<file path="src/shared/i2css_pkg.sv">
// Package of constants and types for the two-wire slave status block.
// Assumes a 10 MHz system clock and a 32-bit Avalon-MM register port.
package i2css_pkg;

  // ==========================================================
  // Register byte addresses
  // ==========================================================
  localparam logic [15:0] STATUS_ADDR = 16'hf78c;  // Sticky flags, RO
  localparam logic [15:0] CLEAR_ADDR = 16'hf790;   // Write one to clear
  localparam logic [15:0] CONTROL_ADDR = 16'hf794; // Enables and address
  localparam logic [15:0] DATA_ADDR = 16'hf798;    // Tx write, rx read

  // ==========================================================
  // Status flag positions
  // ==========================================================
  localparam int STANDBY_NACK_BIT = 13;
  localparam int MISMATCH_BIT = 12;
  localparam int START_SEEN_BIT = 11;
  localparam int STOP_SEEN_BIT = 10;
  localparam int DATA_DONE_BIT = 9;
  localparam int ADDR_RECEIVED_BIT = 8;
  localparam int DIRECTION_BIT = 4;
  localparam int ADDRESSED_BIT = 3;
  localparam int TX_ERROR_BIT = 2;
  localparam int RX_ACK_BIT = 1;
  localparam logic [15:0] STATUS_RESET = 16'h0000;
  localparam logic [15:0] STATUS_MASK = 16'h3f1e; // Reserved read zero

  // ==========================================================
  // Control register fields
  // ==========================================================
  localparam int UNIT_ENABLE_BIT = 0;
  localparam int MISMATCH_IE_BIT = 4;
  localparam int STOP_IE_BIT = 5;
  localparam int START_IE_BIT = 6;
  localparam int OWN_ADDR_LSB = 8;
  localparam int OWN_ADDR_WIDTH = 7;
  localparam logic [31:0] CONTROL_RESET = 32'h0000_0000;
  localparam logic [31:0] CONTROL_MASK = 32'h0000_7f71;
  localparam logic [7:0] DATA_RESET = 8'h00;

  // ==========================================================
  // Byte framing counts
  // ==========================================================
  localparam logic [3:0] BITS_PER_BYTE = 4'h8;
  localparam logic [1:0] MUTE_BYTES = 2'h2;  // Current plus next byte

  // ==========================================================
  // Types
  // ==========================================================
  // Bus-side transfer phase
  typedef enum logic [2:0] {
    ST_IDLE = 3'b000,
    ST_ADDR = 3'b001,
    ST_ADDR_ACK = 3'b010,
    ST_RX_DATA = 3'b011,
    ST_RX_ACK = 3'b100,
    ST_TX_DATA = 3'b101,
    ST_TX_ACK = 3'b110
  } i2css_state_t;

  // Synchronised line levels and the events found on them
  typedef struct packed {
    logic scl_level;
    logic sda_level;
    logic scl_rise;
    logic scl_fall;
    logic start;
    logic stop;
  } i2css_line_ev_t;

endpackage

</file>
<file path="src/design/i2css_line_sync.sv">
// Synchroniser and event finder for the serial clock and data lines.
// Assumes both pins are asynchronous and far slower than sys_clk.
`timescale 1ns/1ps

module i2css_line_sync (
  // Clock, reset and enable
  input wire logic sys_clk,
  input wire logic reset_n,
  input wire logic clk_en,
  // Raw pins
  input wire logic scl_pin,
  input wire logic sda_pin,
  // Synchronised events
  output i2css_pkg::i2css_line_ev_t line_ev
);
  import i2css_pkg::*;

  // ==========================================================
  // Storage
  // ==========================================================
  logic [1:0] meta;   // First stage, read only by the second
  logic [1:0] stable; // Second stage, safe to decode
  logic [1:0] last;   // Previous stable value for edges

  // ==========================================================
  // Named decodes, bit 1 is clock, bit 0 is data
  // ==========================================================
  wire scl_high = stable[1] & last[1];
  wire sda_fell = last[0] & ~stable[0];
  wire sda_rose = ~last[0] & stable[0];

  assign line_ev.scl_level = stable[1];
  assign line_ev.sda_level = stable[0];
  assign line_ev.scl_rise = stable[1] & ~last[1];
  assign line_ev.scl_fall = ~stable[1] & last[1];
  // Data moving under a steady high clock frames a transfer
  assign line_ev.start = scl_high & sda_fell;
  assign line_ev.stop = scl_high & sda_rose;

  // ==========================================================
  // Two-stage synchroniser plus history
  // ==========================================================
  // Idle lines rest high, so reset to high avoids false events
  always_ff @(posedge sys_clk) begin
    if (!reset_n) begin
      meta <= 2'h3;
      stable <= 2'h3;
      last <= 2'h3;
    end else if (clk_en) begin
      meta <= {scl_pin, sda_pin};
      stable <= meta;
      last <= stable;
    end
  end

endmodule

</file>
<file path="src/design/i2css_top.sv">
// Slave side of a two-wire serial unit with its sticky status flags.
// Assumes an Avalon-MM master on sys_clk and an open-drain data pad.
//
// Local design decision: the Avalon-MM interface to the registers.
`timescale 1ns/1ps

// Behaviour
// - Flags zero on reset and on clear writes
// - Standby address match with nack sets bit 13
// - Enabled address mismatch after start sets bit 12
// - Start condition sets bit 11
// - Stop condition sets bit 10
// - Each addressed data byte sets bit 9
// - Standby wake transfer never sets bit 9
// - Matching address byte sets bit 8, not in standby
// - Master read sets direction bit 4
// - Stop or master write clears direction
// - Address match sets bit 3, not in standby
// - Stop clears bit 3
// - Driven bit differing from line sets bit 2
// - After error, release data line through next byte
// - Bit 1 holds each acknowledge level seen
// - Clear bits sit at flag positions
// - Control bit 6 enables start flag
// - Control bit 5 enables stop flag
module i2css_top (
  // Clock, reset and enable
  input wire logic sys_clk,
  input wire logic reset_n,
  input wire logic clk_en,
  // Avalon-MM register slave
  input wire logic [15:0] avs_address,
  input wire logic avs_read,
  input wire logic avs_write,
  input wire logic [31:0] avs_writedata,
  input wire logic [3:0] avs_byteenable,
  output logic [31:0] avs_readdata,
  output logic avs_waitrequest,
  // Serial bus pins
  input wire logic scl_pin,
  input wire logic sda_pin,
  output logic sda_out,
  output logic sda_oe_n,
  // Power manager level, same clock domain
  input wire logic deep_standby
);
  import i2css_pkg::*;

  // ==========================================================
  // Functions
  // ==========================================================
  // Replace only the byte lanes the master enabled
  function automatic logic [31:0] byte_merge(input logic [31:0] old_v,
                                             input logic [31:0] new_v,
                                             input logic [3:0] be);
    logic [31:0] mask;
    mask = {{8{be[3]}}, {8{be[2]}}, {8{be[1]}}, {8{be[0]}}};
    return (old_v & ~mask) | (new_v & mask);
  endfunction

  // Direction bit of the address byte as seen after the shift
  function automatic logic rw_read(input logic [7:0] addr_byte);
    return addr_byte[0];
  endfunction

  // ==========================================================
  // Declarations
  // ==========================================================
  i2css_line_ev_t line;         // Synchronised line view
  i2css_state_t state;          // Transfer phase
  i2css_state_t next_state;
  logic [15:0] status;          // Sticky flags
  logic [15:0] next_status;
  logic [15:0] hw_set;          // Flags set by bus events
  logic [15:0] hw_clr;          // Flags cleared by bus events
  logic [31:0] control;         // Enables and own address
  logic [7:0] tx_data;          // Byte to send on master reads
  logic [7:0] rx_data;          // Last byte taken from the master
  logic [7:0] next_rx;
  logic [7:0] shift;            // Serial shifter, msb first
  logic [7:0] next_shift;
  logic [3:0] bit_cnt;          // Bits seen in this byte
  logic [3:0] next_bit_cnt;
  logic [1:0] mute_cnt;         // Byte ends left while muted
  logic [1:0] next_mute;
  logic woke;                   // Current match came in standby
  logic next_woke;
  logic got_nack;               // Master ended a read
  logic next_nack;
  logic next_oe_n;

  // ==========================================================
  // Line synchroniser
  // ==========================================================
  i2css_line_sync u_sync (
    .sys_clk(sys_clk),
    .reset_n(reset_n),
    .clk_en(clk_en),
    .scl_pin(scl_pin),
    .sda_pin(sda_pin),
    .line_ev(line)
  );

  // ==========================================================
  // Register bus decode
  // ==========================================================
  wire bus_req = avs_read | avs_write;
  wire bus_first = bus_req & avs_waitrequest;   // Request just seen
  wire wr_take = avs_write & ~avs_waitrequest;  // Write completes here
  wire hit_status = avs_address == STATUS_ADDR;
  wire hit_clear = avs_address == CLEAR_ADDR;
  wire hit_control = avs_address == CONTROL_ADDR;
  wire hit_data = avs_address == DATA_ADDR;
  wire [31:0] clear_bits = byte_merge(32'h0000_0000, avs_writedata,
                                      avs_byteenable);
  wire [31:0] next_control = byte_merge(control, avs_writedata,
                                        avs_byteenable) & CONTROL_MASK;
  wire [31:0] next_tx_word = byte_merge({24'h000000, tx_data},
                                        avs_writedata, avs_byteenable);
  // Clear bits match flag bits
  wire [15:0] sw_clear = (wr_take & hit_clear) ? clear_bits[15:0]
                                              : 16'h0000;
  // Pure selection, so a read never disturbs a flag
  wire [31:0] rd_mux = hit_status ? {16'h0000, status} :
                       hit_control ? control :
                       hit_data ? {24'h000000, rx_data} : 32'h0000_0000;

  // ==========================================================
  // Control field decode
  // ==========================================================
  wire unit_en = control[UNIT_ENABLE_BIT];
  wire mismatch_ie = control[MISMATCH_IE_BIT];
  wire stop_ie = control[STOP_IE_BIT];
  wire start_ie = control[START_IE_BIT];
  wire [6:0] own_addr = control[OWN_ADDR_LSB +: OWN_ADDR_WIDTH];
  wire addr_match = shift[7:1] == own_addr;
  wire byte_full = bit_cnt == BITS_PER_BYTE;
  wire muted = mute_cnt != 2'h0;
  wire [1:0] mute_dec = muted ? mute_cnt - 2'h1 : 2'h0;

  // ==========================================================
  // Avalon slave handshake
  // ==========================================================
  // One wait cycle per access; read data is frozen with the answer
  always_ff @(posedge sys_clk) begin
    if (!reset_n) begin
      avs_waitrequest <= 1'b1;
      avs_readdata <= 32'h0000_0000;
    end else if (clk_en) begin
      avs_waitrequest <= ~bus_first;
      if (bus_first && avs_read) begin
        avs_readdata <= rd_mux;
      end
    end
  end

  // ==========================================================
  // Software registers
  // ==========================================================
  always_ff @(posedge sys_clk) begin
    if (!reset_n) begin
      control <= CONTROL_RESET;
      tx_data <= DATA_RESET;
    end else if (clk_en) begin
      if (wr_take & hit_control) begin
        control <= next_control;
      end
      if (wr_take & hit_data) begin
        tx_data <= next_tx_word[7:0];
      end
    end
  end

  // ==========================================================
  // Transfer engine, next values
  // ==========================================================
  // Data pad changes only after a clock fall, so the master sees
  // a stable level at its rising edge
  always_comb begin
    next_state = state;
    next_shift = shift;
    next_bit_cnt = bit_cnt;
    next_mute = mute_cnt;
    next_woke = woke;
    next_nack = got_nack;
    next_rx = rx_data;
    next_oe_n = sda_oe_n;
    hw_set = 16'h0000;
    hw_clr = 16'h0000;
    if (!unit_en) begin
      // Unit stopped: release the line
      next_state = ST_IDLE;
      next_oe_n = 1'b1;
      next_mute = 2'h0;
    end else if (line.stop) begin
      next_state = ST_IDLE;
      next_oe_n = 1'b1;
      next_mute = 2'h0;
      hw_clr[DIRECTION_BIT] = 1'b1;
      hw_clr[ADDRESSED_BIT] = 1'b1;
      hw_set[STOP_SEEN_BIT] = stop_ie;
    end else if (line.start) begin
      // Also covers a repeated start inside a transfer
      next_state = ST_ADDR;
      next_bit_cnt = 4'h0;
      next_oe_n = 1'b1;
      next_mute = 2'h0;
      hw_set[START_SEEN_BIT] = start_ie;
    end else if (line.scl_rise) begin
      case (state)
        ST_ADDR, ST_RX_DATA: begin
          next_shift = {shift[6:0], line.sda_level};
          next_bit_cnt = bit_cnt + 4'h1;
        end
        ST_TX_DATA: begin
          next_bit_cnt = bit_cnt + 4'h1;
          // Line differs from our bit: lost the bus
          if (!muted && (line.sda_level != shift[7])) begin
            hw_set[TX_ERROR_BIT] = 1'b1;
            next_mute = MUTE_BYTES;
          end
        end
        ST_ADDR_ACK, ST_RX_ACK, ST_TX_ACK: begin
          // Record whatever level the ninth bit carries
          hw_set[RX_ACK_BIT] = line.sda_level;
          hw_clr[RX_ACK_BIT] = ~line.sda_level;
          if (state == ST_TX_ACK) begin
            next_nack = line.sda_level;
          end
        end
        default: begin
        end
      endcase
    end else if (line.scl_fall) begin
      case (state)
        ST_ADDR: begin
          if (byte_full) begin
            next_bit_cnt = 4'h0;
            next_nack = 1'b0;
            if (addr_match && deep_standby) begin
              // Wake request: answer high and do no transfer
              hw_set[STANDBY_NACK_BIT] = 1'b1;
              next_woke = 1'b1;
              next_oe_n = 1'b1;
              next_state = ST_ADDR_ACK;
            end else if (addr_match) begin
              hw_set[ADDR_RECEIVED_BIT] = 1'b1;
              hw_set[ADDRESSED_BIT] = 1'b1;
              hw_set[DIRECTION_BIT] = shift[0];
              hw_clr[DIRECTION_BIT] = ~shift[0];
              next_woke = 1'b0;
              next_oe_n = 1'b0;
              next_state = ST_ADDR_ACK;
            end else begin
              hw_set[MISMATCH_BIT] = mismatch_ie;
              next_state = ST_IDLE;
            end
          end
        end
        ST_ADDR_ACK: begin
          next_bit_cnt = 4'h0;
          next_mute = mute_dec;
          if (woke) begin
            next_oe_n = 1'b1;
            next_state = ST_IDLE;
          end else if (rw_read(shift)) begin
            next_shift = tx_data;
            next_oe_n = tx_data[7] | (mute_dec != 2'h0);
            next_state = ST_TX_DATA;
          end else begin
            next_oe_n = 1'b1;
            next_state = ST_RX_DATA;
          end
        end
        ST_RX_DATA: begin
          if (byte_full) begin
            next_rx = shift;
            hw_set[DATA_DONE_BIT] = 1'b1;
            next_oe_n = muted;  // Acknowledge low unless muted
            next_state = ST_RX_ACK;
          end
        end
        ST_TX_DATA: begin
          if (byte_full) begin
            hw_set[DATA_DONE_BIT] = 1'b1;
            next_oe_n = 1'b1;  // Master owns the ninth bit
            next_state = ST_TX_ACK;
          end else begin
            next_shift = {shift[6:0], 1'b0};
            next_oe_n = shift[6] | muted;
          end
        end
        ST_RX_ACK: begin
          next_bit_cnt = 4'h0;
          next_mute = mute_dec;
          next_oe_n = 1'b1;
          next_state = ST_RX_DATA;
        end
        ST_TX_ACK: begin
          next_bit_cnt = 4'h0;
          next_mute = mute_dec;
          if (got_nack) begin
            // Master declined more data; wait for stop
            next_oe_n = 1'b1;
            next_state = ST_IDLE;
          end else begin
            next_shift = tx_data;
            next_oe_n = tx_data[7] | (mute_dec != 2'h0);
            next_state = ST_TX_DATA;
          end
        end
        default: begin
        end
      endcase
    end
    // Set after clear, so a same-cycle event survives
    next_status = ((status & ~sw_clear & ~hw_clr) | hw_set) & STATUS_MASK;
  end

  // ==========================================================
  // Transfer engine state
  // ==========================================================
  always_ff @(posedge sys_clk) begin
    if (!reset_n) begin
      state <= ST_IDLE;
      shift <= 8'h00;
      bit_cnt <= 4'h0;
      mute_cnt <= 2'h0;
      woke <= 1'b0;
      got_nack <= 1'b0;
      rx_data <= DATA_RESET;
      sda_out <= 1'b0;
      sda_oe_n <= 1'b1;
    end else if (clk_en) begin
      state <= next_state;
      shift <= next_shift;
      bit_cnt <= next_bit_cnt;
      mute_cnt <= next_mute;
      woke <= next_woke;
      got_nack <= next_nack;
      rx_data <= next_rx;
      sda_out <= 1'b0;  // Open drain: only ever pulls low
      sda_oe_n <= next_oe_n;
    end
  end

  // ==========================================================
  // Status flags
  // ==========================================================
  // A stopped unit holds every flag at its reset value
  always_ff @(posedge sys_clk) begin
    if (!reset_n) begin
      status <= STATUS_RESET;
    end else if (clk_en) begin
      status <= unit_en ? next_status : STATUS_RESET;
    end
  end

endmodule

</file>
<file path="config.mk">
export PLATFORM = sky130hd
export DESIGN_NAME = i2css_top
export DESIGN_NICKNAME = d
export VERILOG_FILES = /design/src/shared/i2css_pkg.sv /design/src/design/i2css_line_sync.sv /design/src/design/i2css_top.sv
export SDC_FILE = /design/constraint.sdc
export NUM_CORES = 1
export LEC_CHECK = 0
export BUFFER_PORTS_ARGS = -buffer_cell sky130_fd_sc_hd__buf_2
export CORE_MARGIN = 2
export CORE_UTILIZATION = 46
export CTS_CLUSTER_DIAMETER = 200
export DETAILED_ROUTE_END_ITERATION = 12
export PLACE_DENSITY = 0.71
export SYNTH_ARGS = -nofsm -noshare
export SYNTH_HDL_FRONTEND = slang
export SYNTH_SLANG_ARGS = --single-unit
</file>
<file path="constraint.sdc">
create_clock -name sys_clk -period 3.5 [get_ports sys_clk]
set_input_delay 0.7 -clock sys_clk [delete_from_list [all_inputs] [get_ports sys_clk]]
set_output_delay 0.7 -clock sys_clk [all_outputs]
set_load 0.1 [all_outputs]
</file>
* Yosys cells after proc, flatten, opt, wreduce, memory -nomap -nowiden *
Cells that the tools add are included.
W data, S select, Z words.

word-level totals
  logic and storage cells = 229
  output and inout bits = 35
  latch bits = 0
  bits of input ports = 60
  memory bits (read-only) = 0
  memories kept = 0
  flip-flop bits (word level) = 100
  RAM bits = 0

cells by class
  multiplexer cells = 112
  $mul = 0
  order comparisons = 0
  div/mod/pow operators = 0
  eq/ne operators = 33
  shift-type cells = 0
  reduce and logical (&&, ||, !) cells = 29
  bitwise operators = 36
  $add $sub $neg = 2

operator list
  kind                    count
  $eq A16 B16 Y1 const B  4
  $mux W8                 8
  $mux W2                 27
  $mux W1                 47
  $mux W3                 13
  $mux W4                 8
  $and A15 B15 Y15        2
  $mux W15                2
  $and A14 B14 Y14        2
  $mux W14                2
  $ne A5 B5 Y1 const B    5
  $pmux W8 S3             1
  $reduce_and A7 Y1       3
  $pmux W3 S6             1
  $reduce_and A9 Y1       2
  $ne A3 B3 Y1 const B    5
  $not A15 Y15            1
  $or A15 B15 Y15         1
  $not A14 Y14            1
  $not A5 Y14             1
  $or A14 B14 Y14         1
  $and A1 B1 Y1           12
  $ne A4 B4 Y1 const B    3
  $reduce_bool A2 Y1      6
  31 further kinds        54

* Longest topological paths before layout *
  depth in word-level cells = 14
  mapped depth = 8
  mapped depth without buffers = 7

* By module *
Synthesis repeated with hierarchy kept, for this count alone.

second synthesis, totals
  cells, all modules = 527
  area, all modules = 4356.7 sq um

modules (own cells, without submodules)
  module           area an instance (sq um)  cells each  seq. area each (sq um)  instances
  i2css_top        4097.7                    503         1461.4                  1
  i2css_line_sync  259.0                     24          120.1                   1

* Worst setup path after synthesis *
Ideal clock, no wire load.

  kind = input-to-reg
  start point = in avs_address[11]
  end point = reg with a tool-made name
  required time = 3.372 ns
  setup slack = 1.038 ns
  buffers on the path = 1
  stages = 6
  data arrival time = 2.335 ns
  setup time = 0.128 ns
  path through = nand4bb_1 > or4_1 > buf_2 > nor4_4 > mux2i_1 > nor2_1

RTL lines
  element          line             RTL
  start, declared  i2css_top.sv:32  input wire logic [15:0] avs_address,

* Final worst setup path *
  start point = reg u_sync.last[1]
  end point = reg rx_data[4]

on the way
  longest elaborated chain between the ends = 4
  elaborated cells between the ends (all ways) = 10
  those cells by class = bitwise (9); reduce/logical (1)

ends and longest elaborated chain
  element                                             line                                                                 RTL
  start, declared                                     i2css_line_sync.sv:23                                                logic [1:0] last;
  start signal, assigned                              i2css_line_sync.sv:52                                                last <= stable;
  $and A1 B1 Y1 / $not A1 Y1 (equally long branches)  i2css_line_sync.sv:28, i2css_line_sync.sv:34
  $and A1 B1 Y1, on equally long branches             i2css_line_sync.sv:37, i2css_line_sync.sv:34, i2css_line_sync.sv:38
  $not A1 Y1 (no source line)                         n/a
  $reduce_and A8 Y1 (no source line) (*)              n/a
  end signal, assigned                                i2css_top.sv:341                                                     rx_data <= next_rx;
  end, declared                                       i2css_top.sv:78                                                      logic [7:0] rx_data;

Every way passes the cells marked *; elsewhere a longest branch is shown, timed or not.
A chain may end at the register's enable or synchronous reset.

==> qor.txt <==
# port buffers: 57
RSZ-0062 raised after global routing: no
Die Height: 100 µm
share of layout cells above drive strength 1: 17.2%
Initial Utilization: 46.7%
Longest Clk Path Bufs: 2
hold-fix buffer count after cts: 0
Max Cap Viol: 0
synth top area cells: dfxtp_1 (37%), mux2i_1 (6.8%), nand3_1 (4.4%)
CTS resizes: 0
HP Class: register to register
dpl cells: 659
Post-route DRC: 0
CTS H-tree lvls: 3
EDFF count, synth: 0
ANT cells: 0
Synth Area per Inst: 8.27 µm²
crit start category: register
PwrDens: 415 mW/mm²
CTS tree: built
largest net degree at the start of global routing: 34
vias in the first global route: 3686
1st-iter DRT viols: 292
Psw: 0.605 mW
mapped cell area: 0.00425 mm²
die width: 100 µm
FP Rows: 35
maximum vdd drop: 0.000362 V
crit-path max FO: 23
P_leak: 1.79 nW
DP HPWL: 8400 µm
Sequential Power Share: 46.6%
Final Cell Area: 0.00476 mm²
routed vias: 4070
sequential fraction of the synthesis area: 37.2%
area growth from synthesis to layout: 12.1%
final antenna-violating net count: 0
post-route clock period utilization: 74.6%
critical setup path kind: register to register
Rel. slew slack: 35.8%
fmax: 0.383 GHz
Post-Place Setup Slack: 780 ps
Worst Clk Skew: 11.6 ps
Distinct cells, synth: 62
clk slew on worst S/H paths: 80 ps
root buffer cell: clkbuf_8
clock share of power: 38.7%
routed wire length: 11700 µm
Final Util: 52.3%
fin nets: 624
TritonCTS buffer count: 9
vias per cell: 6.03
post-CTS setup buffer count: 0
Synth area leader: dfxtp_1
Non-Filler Instances: 675
Layout fillers: 863
placed instance area: 0.00455 mm²
Synth top area share: 37.2%
I/O Pins: 95
total track usage: 23.4%
core area: 0.00911 mm²
post-route setup slack: 888 ps
status: complete, no violations
Final Slew Violations: 0
Mapped Cells: 514
Arrival @ worst endpoint: 2840 ps
grt ovf: 0
Seq cells post-synth: 79
critical path endpoint category: register
die area: 0.0100 mm²
min cycle time layout: 2610 ps
clock tree sinks: 79
DR pass1 iterations: 5
Final Hold Viols: 0
Routed wire per std cell: 17.3 µm
total power: 1.98 mW
Critical Path RT: 3730 ps
Syn. warnings: 0
clk_lat worst skew: 350 ps
endpoints failing setup: 0
switch share: 30.6%
Logic pwr share: 14.7%
first-pass GRT wire length: 18700 µm
prevailing post-synth register cell: dfxtp_1
Placer Congestion: 0.906
Pint: 1.37 mW
async set-or-reset flop fraction in the synthesized netlist: 0%
TNS Setup: 0 ps
hold slack: 459 ps
Worst Tran Pin Value: 956 ps
initial antenna violation count: 0
## worst paths after layout
check,from,slack (ps),to,cells past startpoint
hold / removal,status[8],460,status[8],2
setup / recovery,u_sync.last[1],890,rx_data[4],7
setup reg to reg,u_sync.last[1],890,rx_data[4],7
hold reg to reg,status[8],460,status[8],2
## Yosys cell counts, drive strengths merged, types with 3 or more instances
master and count:
nor4 9, nand4b 3, nor2b 5, o211ai 5, and2 3, inv 16, nand3b 7, a211oi 11
o21bai 3, xnor2 6, clkbuf 22, dfxtp 79, nand3 37, xor2 3, o21ai 19, mux2i 29
o22ai 4, nor3 11, a31o 3, and3 3, nand2 49, buf 26, nor2 48, o21a 5
ha 5, nand2b 7, or2 4, a22oi 3, o31ai 3, nand4 7, a221oi 15, a21oi 30
## cell families (layout without fill, tap and decap cells)
| family | Yosys count | after routing | share of synthesized area (%) |
|---|---|---|---|
| simple gates | 204 | 204 | 25.2 |
| buf+inv | 65 | 98 | 7.45 |
| flops | 79 | 79 | 37.2 |
| xor+xnor | 9 | 9 | 1.85 |
| compound gates | 121 | 121 | 19.7 |
| mux | 30 | 30 | 7.09 |
| fa+ha+maj | 5 | 5 | 1.47 |
| other cells | 1 | 18 | 0.0882 |
## worst max-delay path, stage by stage, from the launching register on
cell	delay, ps
dfxtp_1	370
inv_1	70
ha_1	450
nor2b_1	370
nand3_1	230
nor4_4	680
mux2i_1	280
nor2_1	50
## power by group through the flow
stage | Clock [mW] | Combinational [mW] | Sequential (mW)
finish | 0.765 | 0.291 | 0.920
global route | 0.810 | 0.304 | 0.922
CTS | 0.771 | 0.289 | 0.920
detailed placement | 0 | 0.288 | 0.941
global placement | 0 | 0.287 | 0.941
floorplan | 0 | 0.175 | 1.01
## placed cells by master (no fill, tap or decap), types with 6 or more instances in the layout
master,Yosys,routed
buf_4,18,8
nand4_1,7,7
a221oi_1,15,15
inv_1,16,16
a211oi_1,11,11
buf_2,4,57
nor2_1,48,48
clkbuf_8,0,9
nand2_1,49,49
mux2i_1,29,29
dfxtp_1,79,79
conb_1,1,18
nand3_1,37,37
nand2b_1,7,7
o21ai_0,18,18
a21oi_1,30,30
xnor2_1,6,6
nand3b_1,7,7
nor3_1,11,11
## layout make-up
class / instances / area [µm²] / area share, %
Multi-Input combinational cell: 387 / 2420 / 50.7
Sequential cell: 79 / 1580 / 33.2
Timing Repair Buffer: 65 / 345 / 7.25
Tap cell: 111 / 139 / 2.91
Clock buffer: 10 / 128 / 2.68
Clock inverter: 6 / 91.3 / 1.92
Inverter: 17 / 63.8 / 1.34
## per-layer routing
layer  share of wire (%)  GRT usage (%)  vias up
li1                    -              -     1931
met1                  44           31.5     1973
met2                  48           37.9      148
met3                 6.6           4.46       18
met4                 1.8           7.69        0
met5                   0              0        -
(Power assumes the default switching activity.)
